File: src/rtl/irq_consts.svh
`ifndef IRQ_CONSTS_SVH
`define IRQ_CONSTS_SVH

// special function register addresses
`define ADDR_PRIO_LOW0 16'hffe8
`define ADDR_PRIO_HIGH0 16'hffe9
`define ADDR_PRIO_LOW1 16'hffea
`define ADDR_RISE_EN 16'hff48
`define ADDR_FALL_EN 16'hff49

// reset values
`define PRIO_RESET 8'hff
`define EDGE_RESET 8'h00
`define PSW_RESET 8'h02

// status word field positions
`define PSW_IE_BIT 7
`define PSW_ISP_BIT 1

// edge enable registers hold six pins
`define EDGE_PINS 6

// request to servicing latency, in cpu clocks
`define LAT_HIGH_MIN 7
`define LAT_HIGH_MAX 32
`define LAT_LOW_MIN 8
`define LAT_LOW_MAX 33

`endif

File: src/rtl/irq_pkg.sv
package irq_pkg;

  // acknowledge sequencer states, one-hot
  typedef enum logic [4:0] {
    ST_IDLE = 5'h01,
    ST_LOW_WAIT = 5'h02,
    ST_PUSH_PSW = 5'h04,
    ST_PUSH_PC = 5'h08,
    ST_VECTOR = 5'h10
  } ack_state_t;

  // trigger selection, {rising, falling}
  typedef enum logic [1:0] {
    TRIG_OFF = 2'h0,
    TRIG_FALL = 2'h1,
    TRIG_RISE = 2'h2,
    TRIG_BOTH = 2'h3
  } trig_t;

endpackage

File: src/rtl/irq_sel_if.sv
`timescale 1ns/1ps
interface irq_sel_if #(
  parameter int N = 22,
  parameter int IDX_W = 5
);
  logic [N-1:0] eligible;
  logic [N-1:0] level;
  logic found;
  logic [IDX_W-1:0] pick;
  logic pick_level;

  modport req (output eligible, output level, input found, input pick,
               input pick_level);
  modport sel (input eligible, input level, output found, output pick,
               output pick_level);
endinterface

File: src/rtl/interrupt_priority_acknowledge.sv
`timescale 1ns/1ps
`include "irq_consts.svh"
// Operation
// all priority flag bytes reset to ones, every source at lower level.
// two low priority bytes also writable together as one 16-bit word.
// software keeps watchdog priority flag at one in watchdog mode.
// software writes ones into the two unused top bits of byte three.
// rising and falling enable pair per pin selects off, fall, rise, both.
// edge enable registers at consecutive addresses, reset zero, top bits zero.
// status word resets to value with only bit one set.
// enable bit changed by enable, disable instructions, bit ops, byte writes.
// status word pushed by push, restored by returns and pop.
// non-maskable request ignores enable and priority and outranks everything.
// non-maskable accept pushes status then pc, clears enable and priority.
// non-maskable during handler waits for return plus one instruction.
// repeated non-maskable requests during a handler collapse into one.
// maskable eligible when flagged and unmasked, taken only while enabled.
// low-priority requests refused and kept pending during high-priority service.
// high-level request reaches servicing within seven to thirty-two clocks.
// low-level request takes one clock longer at both bounds.
// requests before a divide may wait longer, until it completes.
// higher programmed level wins, then fixed default order among equals.
// held-off requests stay pending and are taken once conditions allow.
// maskable accept pushes status, pc, clears enable, copies priority bit.
// in-service bit zero in high-priority service, else one.
// priority flag zero means higher level, one lower level.
// request flag cleared on acceptance and by reset.
// mask flag zero allows servicing, one blocks; masks reset to one.
// enable at status bit seven, in-service priority at bit one.
module interrupt_priority_acknowledge #(
  parameter int PINS = `EDGE_PINS
) (
  input wire logic clk,
  input wire logic rst_n,
  input wire logic [15:0] sfr_addr,
  input wire logic [15:0] sfr_wdata,
  input wire logic sfr_wr_byte,
  input wire logic sfr_wr_word,
  input wire logic sfr_bit_wr,
  input wire logic [2:0] sfr_bit_pos,
  input wire logic sfr_rd,
  output logic [15:0] sfr_rdata,
  input wire logic [PINS-1:0] external_irq_pin,
  output logic [PINS-1:0] ext_edge_event,
  input wire logic [21:0] request_flag,
  input wire logic [21:0] mask_flag,
  output logic [21:0] request_clear,
  input wire logic nmi_request,
  input wire logic instr_end,
  input wire logic instr_hold,
  input wire logic enable_irq_instr,
  input wire logic disable_irq_instr,
  input wire logic psw_write,
  input wire logic [7:0] psw_wdata,
  input wire logic psw_restore,
  input wire logic [7:0] psw_restore_data,
  input wire logic irq_return_instr,
  output logic [7:0] status_word,
  output logic ack_busy,
  output logic push_psw,
  output logic push_pc,
  output logic vector_load,
  output logic [7:0] stack_data,
  output logic vector_nmi,
  output logic [4:0] vector_index
);

  localparam int N = 22;
  localparam int IDX_W = 5;

  logic rst_meta_reg;
  logic rst_sync_reg;
  logic rst_s_n;
  logic [7:0] prio_low0_reg;
  logic [7:0] prio_high0_reg;
  logic [7:0] prio_low1_reg;
  logic [7:0] rise_en_reg;
  logic [7:0] fall_en_reg;
  logic [7:0] psw_reg;
  logic [15:0] rdata_reg;
  logic nmi_pend_reg;
  logic in_nmi_reg;
  logic kind_nmi_reg;
  logic level_reg;
  logic [IDX_W-1:0] index_reg;
  logic [7:0] saved_psw_reg;
  logic [N-1:0] clear_reg;
  irq_pkg::ack_state_t state_reg;
  irq_pkg::ack_state_t state_next;
  logic [N-1:0] level_vec;
  logic [N-1:0] pend_vec;
  logic accept_ok;
  logic take_nmi;
  logic take_mask;
  logic ie;
  logic in_service_priority;

  irq_sel_if #(.N(N), .IDX_W(IDX_W)) sel_bus ();

  // reset release through two flip-flops
  always_ff @(posedge clk or negedge rst_n) begin
    if (!rst_n) begin
      rst_meta_reg <= 1'b0;
      rst_sync_reg <= 1'b0;
    end else begin
      rst_meta_reg <= 1'b1;
      rst_sync_reg <= rst_meta_reg;
    end
  end
  assign rst_s_n = rst_sync_reg;

  // byte or single-bit update of one register
  function automatic logic [7:0] sfr_update(
    input logic [7:0] cur,
    input logic hit,
    input logic wr_byte,
    input logic wr_bit,
    input logic [2:0] pos,
    input logic [7:0] data
  );
    logic [7:0] res;
    res = cur;
    if (hit && wr_byte) begin
      res = data;
    end else if (hit && wr_bit) begin
      res[pos] = data[0];
    end
    return res;
  endfunction

  // priority flag bytes, word write covers the low pair
  always_ff @(posedge clk or negedge rst_s_n) begin
    if (!rst_s_n) begin
      prio_low0_reg <= `PRIO_RESET;
      prio_high0_reg <= `PRIO_RESET;
      prio_low1_reg <= `PRIO_RESET;
    end else if (sfr_wr_word && sfr_addr == `ADDR_PRIO_LOW0) begin
      prio_low0_reg <= sfr_wdata[7:0];
      prio_high0_reg <= sfr_wdata[15:8];
    end else begin
      prio_low0_reg <= sfr_update(prio_low0_reg,
        sfr_addr == `ADDR_PRIO_LOW0, sfr_wr_byte, sfr_bit_wr,
        sfr_bit_pos, sfr_wdata[7:0]);
      prio_high0_reg <= sfr_update(prio_high0_reg,
        sfr_addr == `ADDR_PRIO_HIGH0, sfr_wr_byte, sfr_bit_wr,
        sfr_bit_pos, sfr_wdata[7:0]);
      prio_low1_reg <= sfr_update(prio_low1_reg,
        sfr_addr == `ADDR_PRIO_LOW1, sfr_wr_byte, sfr_bit_wr,
        sfr_bit_pos, sfr_wdata[7:0]);
    end
  end

  // edge enables, upper bits forced to zero
  always_ff @(posedge clk or negedge rst_s_n) begin
    if (!rst_s_n) begin
      rise_en_reg <= `EDGE_RESET;
      fall_en_reg <= `EDGE_RESET;
    end else begin
      rise_en_reg <= sfr_update(rise_en_reg,
        sfr_addr == `ADDR_RISE_EN, sfr_wr_byte, sfr_bit_wr,
        sfr_bit_pos, sfr_wdata[7:0]) & 8'h3f;
      fall_en_reg <= sfr_update(fall_en_reg,
        sfr_addr == `ADDR_FALL_EN, sfr_wr_byte, sfr_bit_wr,
        sfr_bit_pos, sfr_wdata[7:0]) & 8'h3f;
    end
  end

  // registered read data, unmapped addresses read zero
  always_ff @(posedge clk or negedge rst_s_n) begin
    if (!rst_s_n) begin
      rdata_reg <= 16'h0000;
    end else if (sfr_rd) begin
      case (sfr_addr)
        `ADDR_PRIO_LOW0: rdata_reg <= {prio_high0_reg, prio_low0_reg};
        `ADDR_PRIO_HIGH0: rdata_reg <= {8'h00, prio_high0_reg};
        `ADDR_PRIO_LOW1: rdata_reg <= {8'h00, prio_low1_reg};
        `ADDR_RISE_EN: rdata_reg <= {8'h00, rise_en_reg};
        `ADDR_FALL_EN: rdata_reg <= {8'h00, fall_en_reg};
        default: rdata_reg <= 16'h0000;
      endcase
    end
  end
  assign sfr_rdata = rdata_reg;

  // external pin edge detection
  edge_detect #(.PINS(PINS)) u_edges (
    .clk(clk),
    .rst_n(rst_s_n),
    .pin_in(external_irq_pin),
    .rise_en(rise_en_reg[PINS-1:0]),
    .fall_en(fall_en_reg[PINS-1:0]),
    .edge_pulse(ext_edge_event)
  );

  // status word fields
  assign ie = psw_reg[`PSW_IE_BIT];
  assign in_service_priority = psw_reg[`PSW_ISP_BIT];

  // eligible sources and allowed levels
  assign level_vec = {prio_low1_reg[5:0], prio_high0_reg, prio_low0_reg};
  assign pend_vec = request_flag & ~mask_flag;
  assign sel_bus.eligible = pend_vec & (in_service_priority ? {N{1'b1}} : ~level_vec);
  assign sel_bus.level = level_vec;

  priority_select #(.N(N), .IDX_W(IDX_W)) u_select (
    .sel(sel_bus)
  );

  // acceptance point: end of a non-return instruction that does not hold requests, sequencer idle
  assign accept_ok = instr_end && !instr_hold && !irq_return_instr &&
                     state_reg == irq_pkg::ST_IDLE;
  assign take_nmi = accept_ok && nmi_pend_reg && !in_nmi_reg;
  assign take_mask = accept_ok && !take_nmi && !in_nmi_reg && ie &&
                     sel_bus.found;

  // single pending non-maskable request, set wins over clear
  always_ff @(posedge clk or negedge rst_s_n) begin
    if (!rst_s_n) begin
      nmi_pend_reg <= 1'b0;
    end else if (nmi_request) begin
      nmi_pend_reg <= 1'b1;
    end else if (take_nmi) begin
      nmi_pend_reg <= 1'b0;
    end
  end

  // non-maskable handler in progress until its return
  always_ff @(posedge clk or negedge rst_s_n) begin
    if (!rst_s_n) begin
      in_nmi_reg <= 1'b0;
    end else if (take_nmi) begin
      in_nmi_reg <= 1'b1;
    end else if (irq_return_instr) begin
      in_nmi_reg <= 1'b0;
    end
  end

  // capture of the accepted request
  always_ff @(posedge clk or negedge rst_s_n) begin
    if (!rst_s_n) begin
      kind_nmi_reg <= 1'b0;
      level_reg <= 1'b1;
      index_reg <= '0;
      saved_psw_reg <= `PSW_RESET;
    end else if (take_nmi || take_mask) begin
      kind_nmi_reg <= take_nmi;
      level_reg <= take_nmi ? 1'b0 : sel_bus.pick_level;
      index_reg <= sel_bus.pick;
      saved_psw_reg <= psw_reg;
    end
  end

  // one-cycle clear pulse for the accepted request flag
  always_ff @(posedge clk or negedge rst_s_n) begin
    if (!rst_s_n) begin
      clear_reg <= '0;
    end else if (take_mask) begin
      clear_reg <= N'(1) << sel_bus.pick;
    end else begin
      clear_reg <= '0;
    end
  end
  assign request_clear = clear_reg;

  // acknowledge sequencer
  always_comb begin
    state_next = state_reg;
    case (state_reg)
      irq_pkg::ST_IDLE: begin
        if (take_nmi) begin
          state_next = irq_pkg::ST_PUSH_PSW;
        end else if (take_mask) begin
          state_next = sel_bus.pick_level ? irq_pkg::ST_LOW_WAIT
                                          : irq_pkg::ST_PUSH_PSW;
        end
      end
      irq_pkg::ST_LOW_WAIT: state_next = irq_pkg::ST_PUSH_PSW;
      irq_pkg::ST_PUSH_PSW: state_next = irq_pkg::ST_PUSH_PC;
      irq_pkg::ST_PUSH_PC: state_next = irq_pkg::ST_VECTOR;
      irq_pkg::ST_VECTOR: state_next = irq_pkg::ST_IDLE;
      default: state_next = irq_pkg::ST_IDLE;
    endcase
  end

  always_ff @(posedge clk or negedge rst_s_n) begin
    if (!rst_s_n) begin
      state_reg <= irq_pkg::ST_IDLE;
    end else begin
      state_reg <= state_next;
    end
  end

  // status word: acknowledge, restore, write, enable/disable
  always_ff @(posedge clk or negedge rst_s_n) begin
    if (!rst_s_n) begin
      psw_reg <= `PSW_RESET;
    end else if (state_reg == irq_pkg::ST_PUSH_PC) begin
      psw_reg[`PSW_IE_BIT] <= 1'b0;
      psw_reg[`PSW_ISP_BIT] <= kind_nmi_reg ? 1'b0 : level_reg;
    end else if (psw_restore) begin
      psw_reg <= psw_restore_data;
    end else if (psw_write) begin
      psw_reg <= psw_wdata;
    end else if (enable_irq_instr) begin
      psw_reg[`PSW_IE_BIT] <= 1'b1;
    end else if (disable_irq_instr) begin
      psw_reg[`PSW_IE_BIT] <= 1'b0;
    end
  end
  assign status_word = psw_reg;

  // stack data and vector selection from flip-flops
  assign stack_data = saved_psw_reg;
  assign vector_nmi = kind_nmi_reg;
  assign vector_index = index_reg;

  // sequencer strobes
  assign ack_busy = state_reg != irq_pkg::ST_IDLE;
  assign push_psw = state_reg == irq_pkg::ST_PUSH_PSW;
  assign push_pc = state_reg == irq_pkg::ST_PUSH_PC;
  assign vector_load = state_reg == irq_pkg::ST_VECTOR;
endmodule

File: src/rtl/edge_detect.sv
`timescale 1ns/1ps
module edge_detect #(
  parameter int PINS = 6
) (
  input wire logic clk,
  input wire logic rst_n,
  input wire logic [PINS-1:0] pin_in,
  input wire logic [PINS-1:0] rise_en,
  input wire logic [PINS-1:0] fall_en,
  output logic [PINS-1:0] edge_pulse
);

  // per pin: two-flop synchroniser, history, trigger decode
  genvar g;
  generate
    for (g = 0; g < PINS; g++) begin : g_pin
      logic sync1_reg;
      logic sync2_reg;
      logic prev_reg;
      irq_pkg::trig_t trig;

      assign trig = irq_pkg::trig_t'({rise_en[g], fall_en[g]});

      always_ff @(posedge clk or negedge rst_n) begin
        if (!rst_n) begin
          sync1_reg <= 1'b0;
          sync2_reg <= 1'b0;
          prev_reg <= 1'b0;
        end else begin
          sync1_reg <= pin_in[g];
          sync2_reg <= sync1_reg;
          prev_reg <= sync2_reg;
        end
      end

      // selected edges become a one-cycle pulse
      always_ff @(posedge clk or negedge rst_n) begin
        if (!rst_n) begin
          edge_pulse[g] <= 1'b0;
        end else begin
          case (trig)
            irq_pkg::TRIG_OFF: edge_pulse[g] <= 1'b0;
            irq_pkg::TRIG_FALL: edge_pulse[g] <= prev_reg & ~sync2_reg;
            irq_pkg::TRIG_RISE: edge_pulse[g] <= ~prev_reg & sync2_reg;
            irq_pkg::TRIG_BOTH: edge_pulse[g] <= prev_reg ^ sync2_reg;
            default: edge_pulse[g] <= 1'b0;
          endcase
        end
      end
    end
  endgenerate

endmodule

File: src/rtl/priority_select.sv
`timescale 1ns/1ps
module priority_select #(
  parameter int N = 22,
  parameter int IDX_W = 5
) (
  irq_sel_if.sel sel
);

  // higher level first, then lowest index (fixed default order)
  always_comb begin
    logic hi_any;
    hi_any = |(sel.eligible & ~sel.level);
    sel.found = 1'b0;
    sel.pick = '0;
    sel.pick_level = 1'b1;
    for (int i = N - 1; i >= 0; i--) begin
      if (sel.eligible[i] && (!hi_any || !sel.level[i])) begin
        sel.found = 1'b1;
        sel.pick = IDX_W'(i);
        sel.pick_level = sel.level[i];
      end
    end
  end

endmodule

File: config.mk
export PLATFORM = sky130hd
export DESIGN_NAME = interrupt_priority_acknowledge
export DESIGN_NICKNAME = d
export VERILOG_FILES = /design/src/rtl/irq_pkg.sv /design/src/rtl/irq_sel_if.sv /design/src/rtl/interrupt_priority_acknowledge.sv /design/src/rtl/edge_detect.sv /design/src/rtl/priority_select.sv
export VERILOG_INCLUDE_DIRS = /design/src /design/src/rtl
export SDC_FILE = /design/constraint.sdc
export NUM_CORES = 1
export LEC_CHECK = 0
export CORE_MARGIN = 2
export CORE_UTILIZATION = 50
export CTS_CLUSTER_SIZE = 14
export DETAILED_ROUTE_END_ITERATION = 8
export DONT_BUFFER_PORTS = 1
export GPL_TIMING_DRIVEN = 0
export SYNTH_ARGS = -nofsm -noshare
export SYNTH_HDL_FRONTEND = slang
export SYNTH_SLANG_ARGS = --single-unit
File: constraint.sdc
create_clock -name clk -period 6.3 [get_ports clk]
set_input_delay 0.315 -clock clk [delete_from_list [all_inputs] [get_ports clk]]
set_output_delay 0.315 -clock clk [all_outputs]
set_load 0.05 [all_outputs]
==> results of run 1 <==
## per-stage QoR
| stage | cells | util |
|---|---|---|
| after floorplan | 754 | - |
| final | 977 | 0.5854 |
| after CTS | 977 | 0.5854 |
| after detailed placement | 937 | 0.5325 |
| after global placement | 934 | 0.5277 |
| after global routing | 977 | 0.5854 |
## routing by layer
layer  vias to the layer above  global-route usage
met5                         -                   0
met4                         0              0.1006
met3                        39             0.08349
met2                       305              0.4189
met1                      2862              0.3707
li1                       2757                   -
## worst paths after layout
path / from / endpoint / slack, ns / cells past startpoint
setup / recovery: prio_low0_reg[1]$_DFFE_PN1P_ / vector_index[0]$_DFFE_PN0P_ / 2.86 / 11
min in group asynchronous: rst_n / rst_s_n$_DFF_PN0_ / 0.13 / 1
hold reg to reg: u_edges.g_pin[2].sync1_reg$_DFF_PN0_ / u_edges.g_pin[2].sync2_reg$_DFF_PN0_ / 0.35 / 0
setup reg to reg: prio_low0_reg[1]$_DFFE_PN1P_ / vector_index[0]$_DFFE_PN0P_ / 2.86 / 11
hold / removal: nmi_request / nmi_pend_reg$_DFFE_PN0P_ / 0.02 / 1
max in group asynchronous: rst_s_n$_DFF_PN0_ / state_reg[0]$_DFFE_PN1P_ / 5.04 / 1
## report_power, final
group	switching, mW	internal (mW)	total (mW)
clock network	0.383	0.712	1.10
logic	0.110	0.0896	0.200
registers	0.175	0.882	1.06
## worst max-delay path, stage by stage (launching register included)
cell     delay, ns
dfstp_2       0.59
nor3b_1       0.09
nor4_1        0.27
nand3_1       0.36
buf_2         0.32
o31ai_1       0.51
nor2_1        0.20
nand2_1       0.20
o31ai_4       0.12
nand2_4       0.15
buf_6         0.19
mux2_4        0.32
## cell usage in the layout, fill, tap and decap left out, types with 7 or more instances in the layout
cell type and instances:
nor3_1 23, a21oi_1 52, nor2b_1 9, nand3_1 27, mux2_4 7, ha_1 12, nor3b_1 18, inv_1 37
o21ai_0 62, dfrtp_1 101, nor2_1 71, clkbuf_16 17, dlygate4sd3_1 8, dfstp_2 28, nand2_1 72, o22ai_1 11
clkbuf_1 23, and2_1 13, o21a_1 7, nand2b_1 23, mux2_2 9, mux2i_1 33
## synthesized netlist by cell type, types with 3 or more instances
cell type / number
dfrtp_1: 102
nand2_1: 72
nor2_1: 71
o21ai_0: 62
a21oi_1: 52
inv_1: 37
mux2i_1: 33
dfstp_2: 28
nand3_1: 27
nand2b_1: 23
nor3_1: 23
clkbuf_1: 22
nor3b_1: 18
and2_1: 13
ha_1: 12
o22ai_1: 11
mux2_2: 9
nor2b_1: 9
nor4_1: 8
mux2_4: 7
o21a_1: 7
a221oi_1: 6
a22oi_1: 6
and3_1: 6
buf_1: 4
nand3b_1: 4
nand4_1: 4
o31ai_1: 4
or3b_1: 4
a211oi_1: 3
a21o_1: 3
buf_2: 3
o21ai_1: 3
or2_2: 3
## cell families after synthesis
group                    count (synthesis)  synth area share
AND/OR/NAND/NOR                        301            0.2196
AO/OA/AOI/OAI                          191            0.1768
flip-flops                             130            0.4650
buffers and inverters                   69           0.03981
multiplexers                            49           0.07590
adder cells (fa/ha/maj)                 12           0.02123
other                                    1         0.0005303
XOR/XNOR                                 1          0.001239
## layout make-up
cell class,count,area (µm²),area share
clock buffer,19,442.9,0.05472
inverter,37,138.9,0.01716
tap,180,225.2,0.02783
sequential,130,3292,0.4067
clock inverter,13,207.7,0.02566
multi-input combinational,555,3515,0.4342
buffer,32,142.6,0.01762
timing repair buffer,11,130.1,0.01608
==> metrics.md, run 1 <==
| Metric | Value |
|---|---|
| CP Capture Type | `flop` |
| Height of the chip | `around 120 µm` |
| Post-CTS Setup Inserts | `0` |
| Maxcap violations | `0` |
| Initial antenna violation count | `0` |
| Largest net degree at the start of global routing | `70` |
| Average cell area after synthesis | `9.379 µm²` |
| CP Class | `reg2reg` |
| Final setup viols | `0` |
| Core box area | `about 14,000 µm²` |
| RSZ-0062 raised after global routing | `false` |
| DR pass1 iterations | `5` |
| Fin area | `just over 8000 µm²` |
| Global Route Usage Sum | `0.2749` |
| CTS Buf Count | `17` |
| Gate Count Post-Synth | `754` |
| Clock Tree Buf Depth | `2` |
| Top_reg_cell synth | `dfrtp_1` |
| Fraction of layout cells with a size suffix above 1 | `0.1317` |
| DR vias/cell | `approximately 6` |
| CTS Hold Bufs | `8` |
| GR Overflow Total | `0` |
| Vias | `5,963` |
| Final Cycle Share | `0.5467` |
| LEAKAGE | `3.397 nW` |
| Die area | `15,110 µm²` |
| P&R area growth vs syn | `14.46%` |
| Routed Antenna Nets | `0` |
| Fmax | `290.3 MHz` |
| Post-CTS Resized | `0` |
| Final Slew Violations | `0` |
| M1 WL | `8609 µm` |
| Die X | `122.9 µm` |
| Largest area contributor in the netlist | `dfrtp_1` |
| Unique masters post-synth | `78` |
| VDD IR-drop max | `approximately 0.21 mV` |
| Final hold vios | `0` |
| Min-Delay Path Class | `in2reg` |
| Number of synthesized register bits | `130` |
| Synth area leaders | `dfrtp_1 36%, dfstp_2 10%, mux2i_1 4.7%, o21ai_0 4.4%, nand2_1 3.8%` |
| Sequential cell area fraction in the yosys report | `0.4650` |
| Reg clk slew, reported paths | `0.06 ns` |
| H-tree Lvls | `4` |
| DR top layer | `met4` |
| CTS root buf | `clkbuf_16` |
| Post-Syn Area | `between 7000 and 8000 µm²` |
| Global-route wire length before repair | `about 31,000 µm` |
| Routed wl met3 | `around 1800 µm` |
| Vias in the first global route | `5,799` |
| DR WL/cell | `20.52 µm` |
| Port buffer count | `0` |
| Total negative slack | `0 ns` |
| Clk_lat worst skew | `approximately 0.43 ns` |
| Worst Skew | `about 0.0095 ns` |
| Post-synth EDFFs | `0` |
| Fin crit period | `between 3 and 4 ns` |
| Setup Slack @ Placement | `about 2.9 ns` |
| Post-Syn Nets | `between 800 and 900` |
| Power Density | `290.5 nW/µm²` |
| Setup WS post-layout | `between 2 and 3 ns` |
| Clock sinks | `130` |
| Gpl congestion | `0.8817` |
| Post-Route WL | `20,050 µm` |
| Starting Density | `0.5114` |
| Largest register FFs | `22` |
| Worst-Margin Slew | `1.303 ns` |
| Fin Hold WS | `0.02087 ns` |
| DRC viols | `0` |
| CTS tree | `yes` |
| Total Nets Final | `911` |
| Critical Path Start Type | `flop` |
| WL met2 | `9080 µm` |
| Max-slew headroom at the worst pin | `0.1239` |
| Status | `completed` |
| Fraction of registers with async set/reset | `1.000` |
| Post-detail-place hpwl | `15,020 µm` |
| Arrival time worst endpoint | `3.75 ns` |
| Crit path required time | `6.61 ns` |
| Placed standard-cell area | `7363 µm²` |
| Critical path fanouts, max | `10` |
| Overall Power | `2.352 mW` |
| Fillers | `1,183` |
| Top cell type's share of synthesized area | `0.3609` |
| I/O Pins | `185` |
| Yosys warnings | `0` |
| N_diodes | `0` |
| Row count | `43` |
| Detailed Route Iter0 Violations | `roughly 500` |
No activity file was read; power rests on OpenSTA's default activity.
==> run 2, diff against run 1 <==
Clock period 6.3 ns to 3.45 ns, I/O delays scaled along.
==> metrics.md, run 2 (synthesis gave the netlist of run 1 again) <==
| Metric | Value |
|---|---|
| Status | `completed` |
| Largest net degree at the start of global routing | `71 (+1.4%)` |
| Clk_lat worst skew | `0.42 ns (about the same)` |
| Row count | `43 (unchanged)` |
| Post-Route WL | `20,170 µm (+0.60%)` |
| Max-slew headroom at the worst pin | `0.2155 (+0.09156)` |
| Global-route wire length before repair | `31,220 µm (-0.22%)` |
| Post-CTS Setup Inserts | `0 (unchanged)` |
| Worst setup path start | `prio_high0_reg[4]$_DFFE_PN1P_` |
| Fin Hold WS | `0.007532 ns (-0.01334 ns)` |
| Worst Skew | `0.01189 ns (+0.002384 ns)` |
| Fillers | `1,189 (+0.51%)` |
| Die X | `122.9 µm (unchanged)` |
| Arrival time worst endpoint | `3.63 ns (-0.12 ns)` |
| Global Route Usage Sum | `0.2743 (-0.0005872)` |
| Fin crit period | `3.325 ns (-0.1188 ns)` |
| H-tree Lvls | `4 (unchanged)` |
| Detailed Route Iter0 Violations | `546 (+8.8%)` |
| Reg clk slew, reported paths | `0.06 ns (about the same)` |
| Min-Delay Path Class | `in2reg` |
| Height of the chip | `122.9 µm (unchanged)` |
| Post-detail-place hpwl | `14,990 µm (-0.23%)` |
| Vias in the first global route | `5,889 (+1.6%)` |
| Core box area | `13,830 µm² (unchanged)` |
| Routed Antenna Nets | `0 (unchanged)` |
| Worst Min Path Start | `sfr_wdata[1]` |
| VDD IR-drop max | `0.3754 mV (+80%)` |
| Critical Path Start Type | `flop` |
| CP Class | `reg2reg` |
| GR Overflow Total | `0 (unchanged)` |
| Most frequent cells in the layout | `101 x dfrtp_1, 72 x nand2_1, 71 x nor2_1, 62 x o21ai_0, 52 x a21oi_1` |
| Commonest non-fill, non-tap cell in the layout | `dfrtp_1` |
| Crit path required time | `3.76 ns (-2.85 ns)` |
| CTS Buf Count | `17 (unchanged)` |
| Power Density | `487.6 nW/µm² (+68%)` |
| Dpl cells | `937 (unchanged)` |
| DR WL/cell | `20.03 µm (-2.4%)` |
| RSZ-0062 raised after global routing | `true` |
| Clock Tree Buf Depth | `2 (unchanged)` |
| Critical path fanouts, max | `10 (unchanged)` |
| Final Cycle Share | `0.9639 (+0.4172)` |
| Fraction of layout cells with a size suffix above 1 | `0.1320 (+0.0002172)` |
| Largest register FFs | `22 (unchanged)` |
| Starting Density | `0.5114 (unchanged)` |
| Fmax | `300.7 MHz (+3.6%)` |
| P&R area growth vs syn | `17.80%` |
| Final hold vios | `0 (unchanged)` |
| Final Slew Violations | `0 (unchanged)` |
| DRC viols | `0 (unchanged)` |
| DR vias/cell | `5.974 (-2.1%)` |
| CTS root buf | `clkbuf_16` |
| Final setup viols | `0 (unchanged)` |
| DR pass1 iterations | `5 (unchanged)` |
| Non-filler cells, final | `1,007 (+3.1%)` |
| CTS tree | `yes` |
| Port buffer count | `0 (unchanged)` |
| CP Capture Type | `flop` |
| I/O Pins | `185 (unchanged)` |
| Die area | `15,110 µm² (unchanged)` |
| Total Nets Final | `940 (+3.2%)` |
| Worst-Margin Slew | `1.167 ns (-0.1362 ns)` |
| Maxcap violations | `0 (unchanged)` |
| Vias | `6,016 (+0.89%)` |
| Clock sinks | `130 (unchanged)` |
| Reg2reg start | `prio_high0_reg[4]$_DFFE_PN1P_` |
| Gpl congestion | `0.9002 (+2.1%)` |
| Initial antenna violation count | `1 (+1)` |
| LEAKAGE | `3.482 nW (+2.5%)` |
[run 2: worst max-delay path, stage by stage (launching register included)]
cell and delay, ns:
dfstp_2 0.62, nor3b_1 0.11, a2111oi_4 0.36, nand4_4 0.23, buf_6 0.21, o31ai_1 0.48
nor2_1 0.21, nand2_1 0.19, o31ai_4 0.13, nand2_4 0.16, buf_6 0.20, mux2_4 0.31
[run 2: stage by stage]
step / total power, mW / cell area, µm² / setup TNS (ns) / worst slack (ns) / util
6_report: 4.062 / 8330 / 0 / 0.1246 / 0.6025
5_1_grt: 4.218 / 8328 / -0.5914 / -0.06154 / 0.6023
4_1_cts: 4.086 / 8312 / 0 / 0.002330 / 0.6011
3_5_place_dp: 2.310 / 7363 / 0 / 0.008407 / 0.5325
3_3_place_gp: 2.293 / 7298 / -0.5289 / -0.1167 / 0.5278
2_1_floorplan: 2.215 / 7073 / 0 / 0.3587 / -
[run 2: area by class of cell]
cell class / instances / area (µm²) / area share
Multi-Input combinational cell: 555 / 3531 / 0.4239
Sequential cell: 130 / 3292 / 0.3952
Clock buffer: 19 / 452.9 / 0.05437
Timing Repair Buffer: 40 / 420.4 / 0.05047
Tap cell: 180 / 225.2 / 0.02704
Buffer: 32 / 142.6 / 0.01712
Inverter: 37 / 138.9 / 0.01667
Clock inverter: 13 / 125.1 / 0.01502
Antenna cell: 1 / 2.502 / 0.0003004
[run 2: final timing paths]
kind	to	slack, ns	cells past startpoint
max in group asynchronous	state_reg[0]$_DFFE_PN1P_	2.22	1
setup / recovery	vector_index[0]$_DFFE_PN0P_	0.12	11
hold / removal	fall_en_reg[1]$_DFFE_PN0P_	0.008	2
setup reg to reg	vector_index[0]$_DFFE_PN0P_	0.12	11
hold reg to reg	rst_s_n$_DFF_PN0_	0.35	0
min in group asynchronous	u_edges.g_pin[0].prev_reg$_DFF_PN0_	0.42	0
[run 2: power by group]
part	total [mW]	internal [mW]	switching, mW
Combinational	0.399	0.188	0.211
Clock	1.73	1.04	0.696
Sequential	1.93	1.61	0.320
[run 2: repair_timing]
action / in CTS / in global routing
endpoints found under the setup margin: 0 / 21
hold buffers: 37 / 0
hold endpoints to repair: 38 / 0
resized for setup: 0 / 3
[run 2: per-layer routing]
layer / share of wire / up-vias / track usage
met5: 0 / - / 0
met4: 0.015 / 0 / 0.09267
met3: 0.085 / 33 / 0.06919
met2: 0.47 / 251 / 0.4306
met1: 0.43 / 2927 / 0.3711
li1: - / 2805 / -
